--- src/logic/fifo_serial_pkg.sv ---
/*
 * Shared constants, register layouts and state codes of the FIFO serial port.
 * Assumes one 40 MHz clock and a 32-bit AHB-Lite bus with word transfers only.
 */
package fifo_serial_pkg;

	// ************************************************************
	// register map (byte addresses, low address byte only)
	// ************************************************************
	localparam logic [7:0] OFS_CTRL = 8'h00;
	localparam logic [7:0] OFS_COUNT = 8'h04;
	localparam logic [7:0] OFS_TXDATA = 8'h08;
	localparam logic [7:0] OFS_RXDATA = 8'h0C;
	localparam logic [7:0] OFS_BAUD = 8'h10;
	localparam logic [7:0] OFS_IRQ_STATUS = 8'h14;
	localparam logic [7:0] OFS_IRQ_MASK = 8'h18;
	localparam logic [7:0] OFS_STANDBY = 8'h1C;

	// ************************************************************
	// field layouts and reset values
	// ************************************************************
	localparam int CTRL_W = 8;
	typedef struct packed {
		logic rx_trigger_sel_hi;
		logic rx_trigger_sel_lo;
		logic tx_trigger_sel_hi;
		logic tx_trigger_sel_lo;
		logic modem_ctrl_en;
		logic tx_fifo_flush;
		logic rx_fifo_flush;
		logic loopback;
	} fifo_control_s;
	localparam fifo_control_s CTRL_RESET = 8'h00;

	typedef struct packed {
		logic [2:0] rsv_hi;
		logic [4:0] tx_count;
		logic [2:0] rsv_lo;
		logic [4:0] rx_count;
	} fill_count_s;

	localparam int BAUD_W = 11;
	typedef struct packed {
		logic ext_clk_sel;
		logic [1:0] prescaler;
		logic [7:0] divisor;
	} baud_cfg_s;
	localparam baud_cfg_s BAUD_RESET = 11'h000;

	localparam int IRQ_W = 4;
	localparam int IRQ_RX_LEVEL = 0;
	localparam int IRQ_TX_SPACE = 1;
	localparam int IRQ_OVERRUN = 2;
	localparam int IRQ_FRAMING = 3;
	localparam logic [IRQ_W-1:0] IRQ_RESET = 4'h0;

	// ************************************************************
	// fifo geometry and thresholds
	// ************************************************************
	localparam int PTR_W = 4;
	localparam int DATA_W = 8;
	localparam logic [4:0] FIFO_DEPTH = 5'h10;
	localparam logic [4:0] RTS_STOP_LEVEL = 5'h0F;
	localparam logic [3:0][4:0] RX_TRIG = {5'h0E, 5'h08, 5'h04, 5'h01};
	localparam logic [3:0][4:0] TX_TRIG = {5'h01, 5'h02, 5'h04, 5'h08};

	// ************************************************************
	// timing: prescaler divides by 2*4^n, then divisor by N+1
	// ************************************************************
	localparam int CLK_FREQ_HZ = 40_000_000;
	localparam int EXT_CLK_MIN_RATIO = 4;
	localparam logic [3:0][6:0] PRESC_LAST = {7'h7F, 7'h1F, 7'h07, 7'h01};
	localparam logic [3:0] HALF_BIT_TICK = 4'h7;
	localparam logic [3:0] LAST_BIT_TICK = 4'hF;
	localparam logic [3:0] TX_LAST_BIT = 4'h9;
	localparam logic [2:0] RX_LAST_BIT = 3'h7;

	typedef enum logic [1:0] {
		TX_IDLE = 2'b00,
		TX_FETCH = 2'b01,
		TX_SHIFT = 2'b10
	} tx_state_e;

	typedef enum logic [1:0] {
		RX_IDLE = 2'b00,
		RX_START = 2'b01,
		RX_DATA = 2'b10,
		RX_STOP = 2'b11
	} rx_state_e;

endpackage : fifo_serial_pkg

--- src/logic/fifo_mem.sv ---
/*
 * Sixteen-entry byte store for one FIFO, one write and one registered read port.
 * Assumes the owner keeps pointers and counts; no reset on the array itself.
 */
module fifo_mem import fifo_serial_pkg::*; (
	input wire logic clk,
	input wire logic wr_en,
	input wire logic [PTR_W-1:0] wr_addr,
	input wire logic [DATA_W-1:0] wr_data,
	input wire logic rd_en,
	input wire logic [PTR_W-1:0] rd_addr,
	output logic [DATA_W-1:0] rd_data
);
	logic [DATA_W-1:0] mem [0:(1<<PTR_W)-1];

	always_ff @(posedge clk) begin
		if (wr_en) begin
			mem[wr_addr] <= wr_data;
		end
		if (rd_en) begin
			rd_data <= mem[rd_addr];
		end
	end
endmodule : fifo_mem

--- src/logic/fifo_serial_port.sv ---
/*
 * FIFO serial port: control, fill counts, trigger flags, modem handshake,
 * flushes, loopback, baud generator and an 8N1 framer around two FIFOs.
 * Assumes an AHB-Lite master doing single word transfers, synchronous pins.
 */
// Overview of operation
// - receive-level flag when rx count exceeds trigger 1, 4, 8 or 14.
// - transmit-space flag when tx count below trigger 8, 4, 2 or 1.
// - modem enable honours cts and drives rts; else cts low, rts 0.
// - transmit flush bit held one keeps transmit fifo empty.
// - receive flush bit held one keeps receive fifo empty.
// - loopback routes transmit output internally to receive input.
// - reset or standby clears control register and both fifos.
// - control register always readable, writable, returns last written value; in standby writes are ignored and it reads zero.
// - transmit count in bits 12 to 8, zero to sixteen, upper bits zero.
// - receive count in bits 4 to 0, zero to sixteen, bits 7-5 zero.
// - prescaler 0, divisor 0 gives bit rate clock over thirty-two.
// - external clock at most quarter clock; bit rate is its sixteenth.
module fifo_serial_port import fifo_serial_pkg::*; (
	input wire logic clk,
	input wire logic reset,
	input wire logic hsel,
	input wire logic [31:0] haddr,
	input wire logic [1:0] htrans,
	input wire logic hwrite,
	input wire logic [2:0] hsize,
	input wire logic [31:0] hwdata,
	input wire logic hready,
	output logic hreadyout,
	output logic hresp,
	output logic [31:0] hrdata,
	input wire logic rxd,
	output logic txd,
	input wire logic cts_n,
	output logic rts_n,
	input wire logic ext_clk,
	input wire logic standby_mode,
	output logic irq
);
	// ************************************************************
	// bus slave
	// ************************************************************
	fifo_control_s ctrl;
	baud_cfg_s baud;
	logic [IRQ_W-1:0] irq_status, irq_mask;
	logic standby_reg;
	logic [4:0] tx_count, rx_count;
	logic [PTR_W-1:0] tx_wp, tx_rp, rx_wp, rx_rp;
	logic [DATA_W-1:0] tx_q, rx_q;
	logic dp_write, dp_rx_read;
	logic [7:0] dp_addr;
	logic [31:0] hrdata_q;
	fill_count_s fill;

	wire addr_ok = hsel & hready & htrans[1];
	wire rd_hit = addr_ok & ~hwrite;
	wire [7:0] a = haddr[7:0];
	wire wr_ctrl = dp_write && dp_addr == OFS_CTRL;
	wire wr_txdata = dp_write && dp_addr == OFS_TXDATA;
	wire wr_baud = dp_write && dp_addr == OFS_BAUD;
	wire wr_status = dp_write && dp_addr == OFS_IRQ_STATUS;
	wire wr_mask = dp_write && dp_addr == OFS_IRQ_MASK;
	wire wr_standby = dp_write && dp_addr == OFS_STANDBY;
	wire in_standby = standby_reg | standby_mode;
	wire tx_clear = reset | in_standby | ctrl.tx_fifo_flush;
	wire rx_clear = reset | in_standby | ctrl.rx_fifo_flush;
	wire rx_pop = rd_hit && a == OFS_RXDATA && rx_count != 5'h00 && !rx_clear;

	assign fill.rsv_hi = 3'b000;
	assign fill.tx_count = tx_count;
	assign fill.rsv_lo = 3'b000;
	assign fill.rx_count = rx_count;

	wire [31:0] next_hrdata =
		(a == OFS_CTRL) ? {24'h00_0000, ctrl} :
		(a == OFS_COUNT) ? {16'h0000, fill} :
		(a == OFS_BAUD) ? {21'h00_0000, baud} :
		(a == OFS_IRQ_STATUS) ? {28'h000_0000, irq_status} :
		(a == OFS_IRQ_MASK) ? {28'h000_0000, irq_mask} :
		(a == OFS_STANDBY) ? {31'h0000_0000, standby_reg} : 32'h0000_0000;

	assign hreadyout = 1'b1;
	assign hresp = 1'b0;
	// rx data comes straight from the fifo store, already a flop
	assign hrdata = dp_rx_read ? {24'h00_0000, rx_q} : hrdata_q;

	always_ff @(posedge clk) begin
		if (reset) begin
			dp_write <= 1'b0;
			dp_rx_read <= 1'b0;
			dp_addr <= 8'h00;
			hrdata_q <= 32'h0000_0000;
		end else begin
			dp_write <= addr_ok & hwrite;
			dp_rx_read <= rd_hit && a == OFS_RXDATA;
			dp_addr <= a;
			hrdata_q <= rd_hit ? next_hrdata : 32'h0000_0000;
		end
	end

	// control cleared by reset and standby
	always_ff @(posedge clk) begin
		if (reset || in_standby) begin
			ctrl <= CTRL_RESET;
		end else if (wr_ctrl) begin
			ctrl <= hwdata[CTRL_W-1:0];
		end
	end

	always_ff @(posedge clk) begin
		if (reset) begin
			baud <= BAUD_RESET;
			irq_mask <= IRQ_RESET;
			standby_reg <= 1'b0;
		end else begin
			if (wr_baud) begin
				baud <= hwdata[BAUD_W-1:0];
			end
			if (wr_mask) begin
				irq_mask <= hwdata[IRQ_W-1:0];
			end
			if (wr_standby) begin
				standby_reg <= hwdata[0];
			end
		end
	end

	// ************************************************************
	// baud generator, 16x tick
	// ************************************************************
	logic [6:0] presc_cnt;
	logic [7:0] div_cnt;
	logic ext_q;
	wire presc_done = presc_cnt == PRESC_LAST[baud.prescaler];
	wire int_tick = presc_done && div_cnt == baud.divisor;
	// one tick per external rising edge
	wire ext_tick = ext_clk & ~ext_q;
	wire tick16 = baud.ext_clk_sel ? ext_tick : int_tick;

	always_ff @(posedge clk) begin
		if (reset || baud.ext_clk_sel) begin
			presc_cnt <= 7'h00;
			div_cnt <= 8'h00;
		end else if (presc_done) begin
			presc_cnt <= 7'h00;
			div_cnt <= int_tick ? 8'h00 : div_cnt + 8'h01;
		end else begin
			presc_cnt <= presc_cnt + 7'h01;
		end
	end

	always_ff @(posedge clk) begin
		if (reset) begin
			ext_q <= 1'b0;
		end else begin
			ext_q <= ext_clk;
		end
	end

	// ************************************************************
	// transmit fifo and framer
	// ************************************************************
	tx_state_e tx_state;
	logic [9:0] tx_shift;
	logic [3:0] tx_bit, tx_tick;
	// cts forced active while modem control is off
	wire cts_ok = ~ctrl.modem_ctrl_en | ~cts_n;
	wire tx_push = wr_txdata && tx_count != FIFO_DEPTH && !tx_clear;
	wire tx_pop = tx_state == TX_IDLE && tx_count != 5'h00 && cts_ok && !tx_clear;
	wire tx_line = (tx_state == TX_SHIFT) ? tx_shift[0] : 1'b1;

	always_ff @(posedge clk) begin
		if (tx_clear) begin
			tx_wp <= '0;
			tx_rp <= '0;
			tx_count <= 5'h00;
		end else begin
			tx_wp <= tx_wp + PTR_W'(tx_push);
			tx_rp <= tx_rp + PTR_W'(tx_pop);
			tx_count <= tx_count + 5'(tx_push) - 5'(tx_pop);
		end
	end

	fifo_mem tx_mem (
		.clk(clk),
		.wr_en(tx_push),
		.wr_addr(tx_wp),
		.wr_data(hwdata[DATA_W-1:0]),
		.rd_en(tx_pop),
		.rd_addr(tx_rp),
		.rd_data(tx_q)
	);

	always_ff @(posedge clk) begin
		if (reset) begin
			tx_state <= TX_IDLE;
			tx_shift <= 10'h3FF;
			tx_bit <= 4'h0;
			tx_tick <= 4'h0;
		end else begin
			case (tx_state)
				TX_IDLE: begin
					if (tx_pop) begin
						tx_state <= TX_FETCH;
					end
				end
				TX_FETCH: begin
					tx_shift <= {1'b1, tx_q, 1'b0};
					tx_bit <= 4'h0;
					tx_tick <= 4'h0;
					tx_state <= TX_SHIFT;
				end
				TX_SHIFT: begin
					if (tick16) begin
						tx_tick <= tx_tick + 4'h1;
						if (tx_tick == LAST_BIT_TICK) begin
							tx_shift <= {1'b1, tx_shift[9:1]};
							tx_bit <= tx_bit + 4'h1;
							if (tx_bit == TX_LAST_BIT) begin
								tx_state <= TX_IDLE;
							end
						end
					end
				end
				default: begin
					tx_state <= TX_IDLE;
				end
			endcase
		end
	end

	// rts held 0 unless modem control on
	always_ff @(posedge clk) begin
		if (reset) begin
			txd <= 1'b1;
			rts_n <= 1'b0;
		end else begin
			txd <= ctrl.loopback ? 1'b1 : tx_line;
			rts_n <= ctrl.modem_ctrl_en && rx_count >= RTS_STOP_LEVEL;
		end
	end

	// ************************************************************
	// receive framer and fifo
	// ************************************************************
	rx_state_e rx_state;
	logic [3:0] rx_tick;
	logic [2:0] rx_bit;
	logic [DATA_W-1:0] rx_sh;
	wire rx_in = ctrl.loopback ? tx_line : rxd;
	wire rx_done = rx_state == RX_STOP && tick16 && rx_tick == LAST_BIT_TICK;
	wire rx_full = rx_count == FIFO_DEPTH;
	wire rx_push = rx_done && rx_in && !rx_full && !rx_clear;

	always_ff @(posedge clk) begin
		if (reset) begin
			rx_state <= RX_IDLE;
			rx_tick <= 4'h0;
			rx_bit <= 3'h0;
			rx_sh <= 8'h00;
		end else if (tick16) begin
			rx_tick <= rx_tick + 4'h1;
			case (rx_state)
				RX_IDLE: begin
					rx_tick <= 4'h0;
					if (!rx_in) begin
						rx_state <= RX_START;
					end
				end
				RX_START: begin
					// recheck mid start bit, glitches go back to idle
					if (rx_tick == HALF_BIT_TICK) begin
						rx_tick <= 4'h0;
						rx_bit <= 3'h0;
						rx_state <= rx_in ? RX_IDLE : RX_DATA;
					end
				end
				RX_DATA: begin
					if (rx_tick == LAST_BIT_TICK) begin
						rx_sh <= {rx_in, rx_sh[7:1]};
						rx_bit <= rx_bit + 3'h1;
						if (rx_bit == RX_LAST_BIT) begin
							rx_state <= RX_STOP;
						end
					end
				end
				RX_STOP: begin
					if (rx_tick == LAST_BIT_TICK) begin
						rx_state <= RX_IDLE;
					end
				end
				default: begin
					rx_state <= RX_IDLE;
				end
			endcase
		end
	end

	always_ff @(posedge clk) begin
		if (rx_clear) begin
			rx_wp <= '0;
			rx_rp <= '0;
			rx_count <= 5'h00;
		end else begin
			rx_wp <= rx_wp + PTR_W'(rx_push);
			rx_rp <= rx_rp + PTR_W'(rx_pop);
			rx_count <= rx_count + 5'(rx_push) - 5'(rx_pop);
		end
	end

	fifo_mem rx_mem (
		.clk(clk),
		.wr_en(rx_push),
		.wr_addr(rx_wp),
		.wr_data(rx_sh),
		.rd_en(rx_pop),
		.rd_addr(rx_rp),
		.rd_data(rx_q)
	);

	// ************************************************************
	// interrupts: sticky, write one to clear, set wins
	// ************************************************************
	logic [IRQ_W-1:0] events;
	assign events[IRQ_RX_LEVEL] = rx_count > RX_TRIG[{ctrl.rx_trigger_sel_hi, ctrl.rx_trigger_sel_lo}];
	assign events[IRQ_TX_SPACE] = tx_count < TX_TRIG[{ctrl.tx_trigger_sel_hi, ctrl.tx_trigger_sel_lo}];
	assign events[IRQ_OVERRUN] = rx_done && rx_in && rx_full;
	assign events[IRQ_FRAMING] = rx_done && !rx_in;
	wire [IRQ_W-1:0] w1c = wr_status ? hwdata[IRQ_W-1:0] : IRQ_RESET;

	always_ff @(posedge clk) begin
		if (reset) begin
			irq_status <= IRQ_RESET;
		end else begin
			irq_status <= (irq_status & ~w1c) | events;
		end
	end
	assign irq = |(irq_status & irq_mask);
endmodule : fifo_serial_port

--- config.mk ---
export PLATFORM = sky130hd
export DESIGN_NAME = fifo_serial_port
export DESIGN_NICKNAME = d
export VERILOG_FILES = /design/src/logic/fifo_serial_pkg.sv /design/src/logic/fifo_mem.sv /design/src/logic/fifo_serial_port.sv
export SDC_FILE = /design/constraint.sdc
export NUM_CORES = 1
export LEC_CHECK = 0
export ABC_AREA = 1
export CAP_MARGIN = 20
export CORE_MARGIN = 2
export CORE_UTILIZATION = 45
export DETAILED_ROUTE_END_ITERATION = 10
export DONT_BUFFER_PORTS = 1
export PLACE_DENSITY_LB_ADDON = 0.25
export SYNTH_ARGS = -nofsm -noshare
export SYNTH_HDL_FRONTEND = slang
export SYNTH_SLANG_ARGS = --single-unit
--- constraint.sdc ---
create_clock -name clk -period 4.7 [get_ports clk]
set_input_delay 0.47 -clock clk [delete_from_list [all_inputs] [get_ports clk]]
set_output_delay 0.47 -clock clk [all_outputs]
set_load 0.03 [all_outputs]
==> impl_metrics.json <==
{
  "status": "finished clean",
  "dieArea_sq_um": 40200,
  "die_h_um": 200,
  "routabilityCongestion": 0.832,
  "io_pins": 115,
  "finalCritPeriodShare": 0.743,
  "dp_hpwl_um": 24400,
  "whs_ps": 32.1,
  "r2r_start": "standby_reg",
  "cts_made_buffers": 43,
  "hp-start": "haddr[1]",
  "drc_errors": 0,
  "cts_root_buffer": "clkbuf_16",
  "tritoncts": "built",
  "wire_per_inst_um": 17.3,
  "skew_ps": 21.8,
  "holdPathStages": 2,
  "worstMarginPinSlew_ps": 1110,
  "post_cts_buffers": 0,
  "syn_avg_cell_area_sq_um": 10.6,
  "synth_edf_count": 272,
  "grt_max_degree": 87,
  "path_clk_slew_ps": 60,
  "cp_cell_sequence": "nor3_2 -> buf_4 -> nand2_1 -> inv_1 -> nand2_1 -> a2111oi_2 -> buf_4 -> ha_1 -> inv_1 -> ha_1 -> inv_1 -> fa_1 -> inv_1 -> nand2_1 -> a21oi_1 -> nor2_1 -> or2_2 -> a21oi_1",
  "powerDensity_nw_per_um2": 375,
  "synthFlopType": "edfxtp_1",
  "max_cap_violations": 0,
  "syn-cell-area_sq_um": 17400,
  "layout_commonest_cell": "edfxtp_1",
  "start_util": 0.459,
  "port_buffers": 0,
  "placed_cells": 2105,
  "finalSetupViolations": 0,
  "die_x_um": 200,
  "drv_slew": 0,
  "yosys_warnings": 0,
  "fillers": 3421,
  "setup_tns_ps": 0,
  "synth_cell_types": 47,
  "cp_data_arrival_time_ps": 3990,
  "synth-seq-area-share": 0.622,
  "synth-seq-cells": 403,
  "max_stage_delay_ps": 360,
  "vdd_drop_max_uv": 323,
  "grt_overflow_total": 0,
  "cts_sinks": 403,
  "slew-limit-headroom": 0.260,
  "critical_path.endpoint_type": "register",
  "reg.largest.list": "rx_mem.mem: 128 flops, tx_mem.mem: 128 flops, hrdata_q: 13 flops",
  "min_period_ps": 3490,
  "rsz0062_at_grt": "false",
  "vias": 11400,
  "drive_gt1_frac": 0.0687,
  "worstSkewPairLatency_ps": 580,
  "antenna_found_initial": 1,
  "reg2reg_to": "tx_count[4]",
  "drtIter0Drc": 762,
  "critPathSlowestCell": "fa_1",
  "rrSetupSlack_ps": 1210,
  "core_sq_um": 37800,
  "finalHoldViolCount": 0,
  "crit_type": "reg2reg",
  "r2r_cells": 18,
  "stdcell_count": 2204,
  "drtPass1Iterations": 6,
  "grt.total_usage": 0.190,
  "area_growth_pct": 11.5,
  "cp_max_fo": 12,
  "startpoint_type": "register",
  "layout_common_cells": "edfxtp_1 (272), inv_1 (204), nand2_1 (189)",
  "totalPowerFinal_mw": 7.27,
  "worst_ep_required_time_ps": 5200,
  "grt_pass1_vias": 10800,
  "num_rows": 71,
  "synth_cells": 1637,
  "hold_class": "in2reg",
  "timing.critical_path.mode_cell": "inv_1",
  "async_flop_share": 0,
  "ant_nets": 0,
  "htreeDepth": 2,
  "holdPathEnd": "dp_addr[1]",
  "power.leakage_nw": 6.90,
  "max_freq_mhz": 286,
  "nets": 1772,
  "viasPerCell": 5.19,
  "wl_um": 38100,
  "cts_buffer_depth": 3,
  "grt_pass1_wl_um": 60100
}
## through the flow
step,setup slack (ps),util,area (sq um)
floorplan,257,-,17400
global route,822,0.512,19400
global placement,1120,0.471,17800
detailed placement,1080,0.471,17800
finish,1210,0.512,19400
CTS,1180,0.511,19300
## layer usage
metal,share of wire,global-route usage
met4,0.022,0.0685
met2,0.47,0.309
met3,0.054,0.0361
met5,0,0
met1,0.45,0.255
## report_power, final
group          internal (mW)  switching (mW)  total (mW)  leakage, nW
logic                 0.0487           0.154       0.202         2.49
clock network           1.88            1.39        3.28        0.664
registers               3.77          0.0145        3.79         3.75
## worst max-delay path, delay by kind of cell (launching register included)
family          cells  cell delay [ps]
fa+ha+maj           3              770
simple gates        6              930
flops               1              340
compound gates      3              470
buf+inv             6              890
## worst max-delay path by stage
stage | from | endpoint | cells after the start
2_1_floorplan | reset | tx_count[4] | 17
3_3_place_gp | standby_mode | tx_count[4] | 18
3_5_place_dp | standby_mode | tx_count[4] | 18
4_1_cts | standby_reg | tx_count[4] | 18
5_1_grt | standby_reg | tx_count[4] | 18
6_report | standby_reg | tx_count[4] | 18
## cell families after synthesis
logic type,share of synthesized area
compound gates,0.118
simple gates,0.111
flops,0.622
buf+inv,0.0699
xor+xnor,0.00706
fa+ha+maj,0.0297
mux,0.0421
other cells,0.000433
## synth_stat cells, types with 5 or more instances
| cell | count | area (sq um) |
|---|---|---|
| inv_1 | 204 | 766 |
| nor3_1 | 30 | 150 |
| nand3_1 | 85 | 425 |
| nand4_1 | 8 | 50.1 |
| mux2_2 | 8 | 90.1 |
| dfxtp_1 | 131 | 2620 |
| clkbuf_1 | 47 | 176 |
| o21ai_0 | 126 | 631 |
| xnor2_1 | 7 | 61.3 |
| edfxtp_1 | 272 | 8170 |
| buf_1 | 5 | 18.8 |
| buf_4 | 21 | 158 |
| a31oi_1 | 6 | 37.5 |
| ha_1 | 38 | 475 |
| mux2i_1 | 64 | 641 |
| nor2_1 | 111 | 417 |
| o211ai_1 | 67 | 503 |
| xor2_1 | 7 | 61.3 |
| a21oi_1 | 145 | 726 |
| nand2_1 | 189 | 709 |
| buf_2 | 13 | 65.1 |
| o22ai_1 | 7 | 43.8 |
## area by class of cell
class                           instances  area (sq um)  share of cell area
Sequential cell                       403         10800               0.558
Antenna cell                            4          10.0            0.000517
Timing Repair Buffer                   40           328              0.0169
Multi-Input combinational cell        957          5430               0.281
Clock buffer                           63          1180              0.0612
Inverter                              209           785              0.0405
Clock inverter                         17           186             0.00963
Tap cell                              511           639              0.0330
## what timing repair did
| action | 4_1_cts | 5_1_grt |
|---|---|---|
| resized for setup | 0 | 0 |
| endpoints found under the hold margin | 162 | 0 |
| hold buffers | 11 | 0 |
No activity file was read; power rests on OpenSTA's default activity.
